**src/pc_config_pkg.sv**
```systemverilog
package pc_config_pkg;

    localparam int ADDR_W = 8;
    localparam int DATA_W = 8;
    localparam int PC_W = 7;
    localparam int ENGINE_COUNT = 3;

    // register offsets
    localparam logic [ADDR_W-1:0] CONFIG_ADDR = 8'h36;
    localparam logic [ADDR_W-1:0] ENGINE_ONE_ADDR = 8'h37;
    localparam logic [ADDR_W-1:0] ENGINE_TWO_ADDR = 8'h38;
    localparam logic [ADDR_W-1:0] ENGINE_THREE_ADDR = 8'h39;

    // field positions in the power/pump/clock register
    localparam int POWER_SAVE_BIT = 5;
    localparam int PUMP_MSB = 4;
    localparam int PUMP_LSB = 3;
    localparam int PWM_SAVE_BIT = 2;
    localparam int CLK_SEL_MSB = 1;
    localparam int CLK_SEL_LSB = 0;

    // reset values and the start address maximum
    localparam logic [DATA_W-1:0] CONFIG_RESET = 8'h00;
    localparam logic [PC_W-1:0] PC_RESET = 7'h00;
    localparam logic [PC_W-1:0] PC_MAX = 7'h5f;
    localparam logic [DATA_W-1:0] UNMAPPED_READ = 8'h00;

    typedef enum logic [1:0] {
        PUMP_OFF = 2'h0,
        PUMP_BYPASS_1X = 2'h1,
        PUMP_GAIN_1P5 = 2'h2,
        PUMP_AUTO = 2'h3
    } pump_mode_e;

    typedef enum logic [1:0] {
        CLK_FORCE_EXT = 2'h0,
        CLK_FORCE_INT = 2'h1,
        CLK_AUTO = 2'h2,
        CLK_INT = 2'h3
    } clk_sel_e;

    // external clock is declared lost after this long without an edge
    localparam int CLK_PERIOD_NS = 10;
    localparam int EXT_CLK_TIMEOUT_NS = 100000;
    localparam int EXT_CLK_TIMEOUT_CYC = EXT_CLK_TIMEOUT_NS / CLK_PERIOD_NS;

endpackage

```
**src/ext_clock_detector.sv**
```systemverilog
`timescale 1ns/10ps
module ext_clock_detector #(
    parameter int TIMEOUT_CYC = pc_config_pkg::EXT_CLK_TIMEOUT_CYC
) (
    // clock and reset
    input wire logic ref_clk,
    input wire logic sys_rst,
    // pin and control
    input wire logic clk_pin,
    input wire logic detect_en,
    // result
    output logic present
);
    import pc_config_pkg::*;

    localparam int CNT_W = $clog2(TIMEOUT_CYC + 1);

    // a one-cycle window would drop the flag between pin edges
    if (TIMEOUT_CYC < 2) begin : g_bad_timeout
        $error("ext_clock_detector: TIMEOUT_CYC must be at least 2");
    end

    typedef enum logic [2:0] {
        DET_OFF = 3'h1,
        DET_ABSENT = 3'h2,
        DET_PRESENT = 3'h4
    } det_state_e;

    logic sync1_q;
    logic sync2_q;
    logic last_q;
    logic edge_seen;
    det_state_e state_q, state_d;
    logic [CNT_W-1:0] idle_q, idle_d;

    // pin is asynchronous; only sync2 and later are looked at
    always_ff @(posedge ref_clk or posedge sys_rst) begin
        if (sys_rst) begin
            sync1_q <= 1'b0;
            sync2_q <= 1'b0;
            last_q <= 1'b0;
        end else begin
            sync1_q <= clk_pin;
            sync2_q <= sync1_q;
            last_q <= sync2_q;
        end
    end

    assign edge_seen = sync2_q & ~last_q;

    always_comb begin
        state_d = state_q;
        idle_d = idle_q;
        case (state_q)
            DET_OFF: begin
                idle_d = '0;
                if (detect_en) begin
                    state_d = DET_ABSENT;
                end
            end
            DET_ABSENT: begin
                idle_d = '0;
                if (edge_seen) begin
                    state_d = DET_PRESENT;
                end
            end
            DET_PRESENT: begin
                if (edge_seen) begin
                    idle_d = '0;
                end else if (idle_q == CNT_W'(TIMEOUT_CYC - 1)) begin
                    state_d = DET_ABSENT;
                    idle_d = '0;
                end else begin
                    idle_d = idle_q + CNT_W'(1);
                end
            end
            default: begin
                state_d = DET_OFF;
                idle_d = '0;
            end
        endcase
        // detection only runs while enabled
        if (!detect_en) begin
            state_d = DET_OFF;
            idle_d = '0;
        end
    end

    always_ff @(posedge ref_clk or posedge sys_rst) begin
        if (sys_rst) begin
            state_q <= DET_OFF;
            idle_q <= '0;
        end else begin
            state_q <= state_d;
            idle_q <= idle_d;
        end
    end

    assign present = (state_q == DET_PRESENT);

endmodule // ext_clock_detector

```
**src/pump_clock_engine_pc_config.sv**
```systemverilog
`timescale 1ns/10ps
module pump_clock_engine_pc_config #(
    parameter int TIMEOUT_CYC = pc_config_pkg::EXT_CLK_TIMEOUT_CYC
) (
    // clock and reset
    input wire logic ref_clk,
    input wire logic sys_rst,
    // register access from the serial bus front end
    input wire logic [pc_config_pkg::ADDR_W-1:0] reg_addr,
    input wire logic [pc_config_pkg::DATA_W-1:0] reg_wdata,
    input wire logic reg_wr,
    input wire logic reg_rd,
    output logic [pc_config_pkg::DATA_W-1:0] reg_rdata,
    // external clock pin
    input wire logic clk_pin,
    // power and pump control
    output logic power_save_enable,
    output logic [1:0] pump_gain_select,
    output logic pulse_width_saving_enable,
    // clock selection
    output logic external_clock_detect_enable,
    output logic internal_clock_enable,
    output logic external_clock_present_flag,
    output logic use_external_clock,
    // engine start addresses
    output logic [pc_config_pkg::PC_W-1:0] engine_one_start_address,
    output logic [pc_config_pkg::PC_W-1:0] engine_two_start_address,
    output logic [pc_config_pkg::PC_W-1:0] engine_three_start_address
);
    import pc_config_pkg::*;

    // engine index is two bits and readback packs an address into one byte
    if (ENGINE_COUNT > 4 || PC_W >= DATA_W) begin : g_bad_shape
        $error("pump_clock_engine_pc_config: engine count or address width unsupported");
    end
    if (TIMEOUT_CYC < 2) begin : g_bad_timeout
        $error("pump_clock_engine_pc_config: TIMEOUT_CYC must be at least 2");
    end

    function automatic logic is_engine_addr(input logic [ADDR_W-1:0] a);
        return (a >= ENGINE_ONE_ADDR) && (a <= ENGINE_THREE_ADDR);
    endfunction

    function automatic logic [1:0] engine_index(input logic [ADDR_W-1:0] a);
        logic [ADDR_W-1:0] off;
        off = a - ENGINE_ONE_ADDR;
        return off[1:0];
    endfunction

    logic [DATA_W-1:0] config_q, config_d;
    logic [PC_W-1:0] pc_q [ENGINE_COUNT], pc_d [ENGINE_COUNT];
    logic [DATA_W-1:0] rdata_q, rdata_d;
    clk_sel_e clk_sel;
    logic present;

    // register writes
    always_comb begin
        config_d = config_q;
        for (int i = 0; i < ENGINE_COUNT; i++) begin
            pc_d[i] = pc_q[i];
        end
        if (reg_wr && reg_addr == CONFIG_ADDR) begin
            config_d = reg_wdata;
        end
        // any 7-bit value is kept; range is up to software
        if (reg_wr && is_engine_addr(reg_addr)) begin
            pc_d[engine_index(reg_addr)] = reg_wdata[PC_W-1:0];
        end
    end

    // read data registered; unmapped addresses read zero
    always_comb begin
        rdata_d = rdata_q;
        if (reg_rd) begin
            if (reg_addr == CONFIG_ADDR) begin
                rdata_d = config_q;
            end else if (is_engine_addr(reg_addr)) begin
                rdata_d = {1'b0, pc_q[engine_index(reg_addr)]};
            end else begin
                rdata_d = UNMAPPED_READ;
            end
        end
    end

    always_ff @(posedge ref_clk or posedge sys_rst) begin
        if (sys_rst) begin
            config_q <= CONFIG_RESET;
            for (int i = 0; i < ENGINE_COUNT; i++) begin
                pc_q[i] <= PC_RESET;
            end
            rdata_q <= UNMAPPED_READ;
        end else begin
            config_q <= config_d;
            for (int i = 0; i < ENGINE_COUNT; i++) begin
                pc_q[i] <= pc_d[i];
            end
            rdata_q <= rdata_d;
        end
    end

    ext_clock_detector #(
        .TIMEOUT_CYC(TIMEOUT_CYC)
    ) u_detector (
        .ref_clk(ref_clk),
        .sys_rst(sys_rst),
        .clk_pin(clk_pin),
        .detect_en(config_q[CLK_SEL_MSB]),
        .present(present)
    );

    assign clk_sel = clk_sel_e'(config_q[CLK_SEL_MSB:CLK_SEL_LSB]);

    // clock source choice
    always_comb begin
        case (clk_sel)
            CLK_FORCE_EXT: use_external_clock = 1'b1;
            CLK_FORCE_INT: use_external_clock = 1'b0;
            CLK_AUTO: use_external_clock = present;
            CLK_INT: use_external_clock = 1'b0;
            default: use_external_clock = 1'b0;
        endcase
    end

    // pwm saving is passed on as written; the pump-mode interlock is the host's job
    assign power_save_enable = config_q[POWER_SAVE_BIT];
    assign pump_gain_select = config_q[PUMP_MSB:PUMP_LSB];
    assign pulse_width_saving_enable = config_q[PWM_SAVE_BIT];
    assign external_clock_detect_enable = config_q[CLK_SEL_MSB];
    assign internal_clock_enable = config_q[CLK_SEL_LSB];
    assign external_clock_present_flag = present;
    assign engine_one_start_address = pc_q[0];
    assign engine_two_start_address = pc_q[1];
    assign engine_three_start_address = pc_q[2];
    assign reg_rdata = rdata_q;
endmodule // pump_clock_engine_pc_config

```
**config.mk**
```make
export PLATFORM = sky130hd
export DESIGN_NAME = pump_clock_engine_pc_config
export DESIGN_NICKNAME = d
export VERILOG_FILES = /design/src/pc_config_pkg.sv /design/src/ext_clock_detector.sv /design/src/pump_clock_engine_pc_config.sv
export SDC_FILE = /design/constraint.sdc
export NUM_CORES = 1
export LEC_CHECK = 0
export BUFFER_PORTS_ARGS = -buffer_cell sky130_fd_sc_hd__buf_2
export CAP_MARGIN = 20
export CORE_UTILIZATION = 34
export CTS_CLUSTER_SIZE = 28
export DETAILED_ROUTE_END_ITERATION = 12
export MAX_ROUTING_LAYER = met4
export PLACE_DENSITY_LB_ADDON = 0.1
export SYNTH_ARGS = -nofsm -noshare
export SYNTH_HDL_FRONTEND = slang
export SYNTH_SLANG_ARGS = --single-unit
```
**constraint.sdc**
```tcl
create_clock -name ref_clk -period 2.4 [get_ports ref_clk]
set_input_delay 0.72 -clock ref_clk [delete_from_list [all_inputs] [get_ports ref_clk]]
set_output_delay 0.72 -clock ref_clk [all_outputs]
set_load 0.02 [all_outputs]
```
# Yosys cells after proc, flatten, opt, wreduce, memory -nomap -nowiden
# Cells that the tools add are included.
# word_totals
output_inout_bits	37
input_bits	21
reg_bits	57
word_cells	55
# op_classes
reduce_logical	7
addsub	2
magnitude_cmp	4
mux	18
bitwise	3
eq_ne	11
# ops
operator	n
two-way mux 14 bit	4
two-way mux 7 bit	4
bitwise mux 21 bit	1
adder 14 x 1 -> 14 bit, second input constant	1
binary-select mux 7 bit (select 2 bit)	1
demux 7 bit (select 2 bit)	1
equality test 14 bit, second input constant	1
two-way mux 3 bit	4
case mux 3 bit (3 select lines)	1
equality test 8 x 6 -> 1 bit, second input constant	1
greater-or-equal comparator 8 x 6 -> 1 bit, second input constant	1
<= comparator 8 x 6 -> 1 bit, second input constant	1
two-way mux 8 bit	1
!= test 3 x 2 -> 1 bit, second input constant	2
equality test 2 bit, second input constant	2
logical AND 1 bit	4
equality test 3 x 1 -> 1 bit, second input constant	1
equality test 3 x 2 -> 1 bit, second input constant	1
equality test 3 bit, second input constant	1
greater-or-equal comparator 3 bit, second input constant	1
< comparator 3 x 1 -> 1 bit, second input constant	1
!= test 3 bit, second input constant	1
NOT 2 -> 3 bit	1
case mux 1 bit (3 select lines)	1
7 further kinds	7

# Depth between registers and ports, before layout
# logic_depth
word_depth	7
depth_mapped	7
mapped_depth_nobuf	6

# By module
# Synthesis repeated with hierarchy kept, for this count alone.
# unflattened
hier_cells	229
area_unflattened_um2	2753.9
# by_module_without_submodules
mod	cells_each	n_inst	seq_area_each_um2	area_each_um2
pump_clock_engine_pc_config	136	1	925.9	1808.0
ext_clock_detector	93	1	501.7	945.9

# Worst setup path before layout
# No wires, ideal clock.
# synth_path
kind	input to register
startpoint	in reg_addr[0] in the netlist's numbering
endpoint	reg pc_q, in the netlist engine_one_start_address[0]
path_stages	6
setup_ps	125
arrival_time_ps	2086
path_buffers	0
required_time_ps	2275
path_slack_ps	189
path_cell_list	clkinv_1 ha_1 o21bai_4 a2111oi_4 o211ai_2 mux2_2
# synth_between
elab_chain_len	7
word_cells_on_any_way	12
classes_between	add/sub: 1; order compare: 4; mux: 3; bitwise: 1; reduce/logical: 3
# synth_rtl
element	line	source
start, declared	pump_clock_engine_pc_config.sv:9	input wire logic [pc_config_pkg::ADDR_W-1:0] reg_addr,
subtractor 2 bit	pump_clock_engine_pc_config.sv:46	off = a - ENGINE_ONE_ADDR;
NOT 2 -> 3 bit (implied by the code)	pump_clock_engine_pc_config.sv:67	pc_d[engine_index(reg_addr)] = reg_wdata[PC_W-1:0];
greater-or-equal comparator 3 bit (implied by the code) / < comparator 3 x 1 -> 1 bit (equally long branches)	pump_clock_engine_pc_config.sv:67	
logical AND 1 bit (implied by the code)	pump_clock_engine_pc_config.sv:67	
two-way mux 7 bit (implied by the code)	pump_clock_engine_pc_config.sv:67	
demux 7 bit (select 2 bit)	pump_clock_engine_pc_config.sv:67	
bitwise mux 21 bit	pump_clock_engine_pc_config.sv:67	
end signal, assigned by index	pump_clock_engine_pc_config.sv:95	pc_q[i] <= pc_d[i];
end, declared	pump_clock_engine_pc_config.sv:51	logic [PC_W-1:0] pc_q [ENGINE_COUNT], pc_d [ENGINE_COUNT];
# Several ways; a longest one is shown, not always the timed one.
# A chain may end at the register's enable or synchronous reset.

# Final worst setup path
# layout_path
startpoint	reg u_detector.state_q[1]
endpoint	out use_external_clock
# layout_between
elab_chain_len	2
# layout_rtl
element	line	source
start, declared	ext_clock_detector.sv:33	det_state_e state_q, state_d;
start signal, assigned	ext_clock_detector.sv:94	state_q <= state_d;
equality test 3 bit	ext_clock_detector.sv:99	assign present = (state_q == DET_PRESENT);
case mux 1 bit (3 select lines)	pump_clock_engine_pc_config.sv:115	case (clk_sel)
end, declared	pump_clock_engine_pc_config.sv:24	output logic use_external_clock,
# No other way between the ends.

==> out/qor.txt <==
Status: completed
Syn Area/Cell: 11.9 um^2
Drt drc: 0
Post-layout util: 0.443
Synth Warn #: 0
WS Path Type: reg2out
WP data arrival: 1.43 ns
Routed len/inst: 15.7 um
Cts repair resizes: 0
Worst hold slack: 0.353 ns
Leak Pwr: 1.71 nW
Final nets: 332
Design area: 3440 um^2
Min-delay src: u_detector.sync1_q$_DFF_PP0_
Final WL: 6420 um
Synthesis-to-finish area growth: 25.8%
Row cnt: 32
Cell Area, Synth: 2740 um^2
Tmin final: 2.15 ns
Die Span X: 91.7 um
Cell with the most instances after synthesis: dfrtp_1
Core box area: 7770 um^2
Post-synth top area cell: dfrtp_1
Register area share after synthesis: 0.522
Clk Latency, worst-skew pair: 0.33 ns
Worst setup margin: 0.248 ns
Die Ht: 91.7 um
Initial DRC count: 68
Min-delay worst type: reg2reg
Post-synthesis mux area share: 0.145
GPL Wtd Cong: 0.763
Slew headroom: 0.619
Final ANT Viol Nets: 0
Simple-Gate Fraction of Synth Area: 0.152
Root buf cell: clkbuf_8
Post-synth top area share: 0.512
F_max: 0.465 GHz
Clock Sinks: 57
Sw Share: 0.248
Main area contributors after synthesis: dfrtp_1 (51%), mux2_2 (12%), ha_1 (3.7%)
Ratio of cells with drive above 1 in the final layout: 0.396
Synth Area in Adders: 0.0366
Crit end category: primary output
Int Power: 1.67 mW
Syn_nets: 258
Postcts setup bufs: 0
Reg2reg start: u_detector.idle_q[11]$_DFF_PP0_
Crit share post-route: 0.897
Clock share of power: 0.436
Grt total ovfl: 0
Worst setup SP type: register
RR Endpoint: u_detector.idle_q[11]$_DFF_PP0_
Die area: 8410 um^2
CTS tree: done
Worst Skew: 0.00821 ns
Dpl hpwl: 4510 um
CTS Buf Count: 9
Post-DP Area: 3230 um^2
Hold Crit Depth: 0
Number of global-route vias before repair: 2113
Vias per cell: 4.90
Unrepaired setup endpoints after global routing: no
Fin. max-slew vios: 0
I/O pin count: 58
Clk pin slew, worst setup/hold paths: 0.06 ns
WHS Endpoint: u_detector.sync2_q$_DFF_PP0_
Largest net degree at the start of global routing: 33
H-tree levels: 3
Maximum vdd drop: 466 uV
Synth Flop Type: dfrtp_1
Main combinational cell family by area after synthesis: simple AND/OR/NAND/NOR gates
# port buffers: 57
Reg2Reg Setup Slack: 0.70 ns
Post-Syn Instances: 229
Post-Synth XOR/XNOR Area: 0.0352
Clk buf depth: 2
Net Sw Power: 0.551 mW
Antenna violations before repair: 0
Max Cap Violations: 0
R2R depth: 4
DR vias: 2009
Hold buffer count at CTS: 0
Setup TNS: 0 ns
Post-synthesis async set-or-reset flop share: 1.00
Final setup viols: 0
Antenna Cells: 0
Pwr/cell area: 645 nW/um^2
Synth unique cells: 42
First-pass GRT wire length: 10700 um
Most common library cells after synthesis: dfrtp_1 (56), mux2_2 (29), nor2_1 (16)
All-Layer GR Usage: 0.172
Post-synth EDFFs: 0
#FFs+latches synth: 57
Initial Util: 0.352
Crit path max fanout: 5
Drt first pass iters: 4
Final Hold Violating Endpoints: 0
Pre-CTS WS: -0.0825 ns
Logic pwr share: 0.102
Seq pwr share: 0.463
Worst-Margin Slew: 0.571 ns
Worst endpoint required time: 1.68 ns
Compound-Gate Fraction of Synth Area: 0.0869
==> state kept, by name, summed over array words and instances (netlist names), 3 cells and up <==
signal	cells
u_detector.state_q	3
reg_rdata	8
engine_three_start_address	7
engine_two_start_address	7
config_q	8
engine_one_start_address	7
u_detector.idle_q	14
==> how the worst max path moves through the flow <==
stage,start,endpoint,depth (start not counted)
6_report,u_detector.state_q[1]$_DFFE_PP0P_,use_external_clock,4
5_1_grt,u_detector.state_q[2]$_DFFE_PP0P_,use_external_clock,4
4_1_cts,u_detector.state_q[1]$_DFFE_PP0P_,use_external_clock,4
3_5_place_dp,reg_addr[1],engine_one_start_address[6]$_DFFE_PP0P_,7
3_3_place_gp,reg_addr[1],engine_one_start_address[4]$_DFFE_PP0P_,7
2_1_floorplan,reg_addr[0],engine_one_start_address[0]$_DFFE_PP0P_,6
==> area by class of cell <==
cell class,instances,area [um^2]
clock buffers,10,128
clock inverters,6,82.6
fillers,776,4330
inverters,8,30.0
multi-input cells,158,1250
flip-flops and latches,57,1430
well taps,102,128
repair buffers,69,400
==> power groups by stage <==
stage / clock network (mW) / logic [mW] / registers (mW)
finish: 0.968 / 0.226 / 1.03
detailed placement: 0 / 0.230 / 1.05
global route: 1.04 / 0.248 / 1.03
floorplan: 0 / 0.0971 / 1.07
global placement: 0 / 0.229 / 1.04
CTS: 0.999 / 0.231 / 1.03
==> cells by family (layout without fill, tap and decap cells) <==
logic type	after synthesis	after routing
buffers and inverters	14	93
XOR/XNOR	11	11
flip-flops	57	57
AO/OA/AOI/OAI	29	29
multiplexers	36	36
adder cells (fa/ha/maj)	8	8
AND/OR/NAND/NOR	74	74
==> routing by layer <==
metal,GRT usage,vias to the layer above,wire (um)
li1,-,969,-
met3,0.0539,8,254
met2,0.284,36,3290
met4,0.0469,0,72
met1,0.204,996,2800
met5,-,-,0
==> cells in the final DEF (no fill, tap or decap), types with 2 or more instances in the layout <==
| cell | netlist | routed |
|---|---|---|
| buf_12 | 0 | 2 |
| clkbuf_8 | 0 | 9 |
| xor2_1 | 6 | 6 |
| a21oi_1 | 5 | 5 |
| nor2_1 | 16 | 16 |
| mux2i_1 | 7 | 7 |
| o21ai_0 | 9 | 9 |
| nand2_1 | 13 | 13 |
| nor2b_1 | 8 | 8 |
| mux2_2 | 29 | 29 |
| nand3b_1 | 3 | 3 |
| and3_1 | 3 | 3 |
| inv_1 | 7 | 6 |
| clkinv_2 | 0 | 3 |
| bufinv_16 | 0 | 2 |
| nand4_1 | 7 | 7 |
| and4b_1 | 2 | 2 |
| nand2b_1 | 4 | 4 |
| xnor2_1 | 5 | 5 |
| nor4_1 | 2 | 2 |
| ha_1 | 8 | 8 |
| buf_2 | 1 | 57 |
| nand3_1 | 6 | 6 |
| buf_4 | 2 | 10 |
| a221o_1 | 7 | 7 |
| nand3_2 | 2 | 2 |
| dfrtp_1 | 56 | 56 |
==> stage by stage <==
step | instances | total power, mW
after floorplan | 229 | 1.17
after global placement | 394 | 1.27
after detailed placement | 394 | 1.28
after CTS | 410 | 2.26
after global routing | 410 | 2.32
final | 410 | 2.22
==> worst max-delay path, cell delays in order (launching register included) <==
cell and delay [ns]:
dfrtp_1 0.43, nor3b_2 0.29, inv_1 0.07, a21oi_1 0.14, buf_2 0.17
No activity file was read; power rests on OpenSTA's default activity.
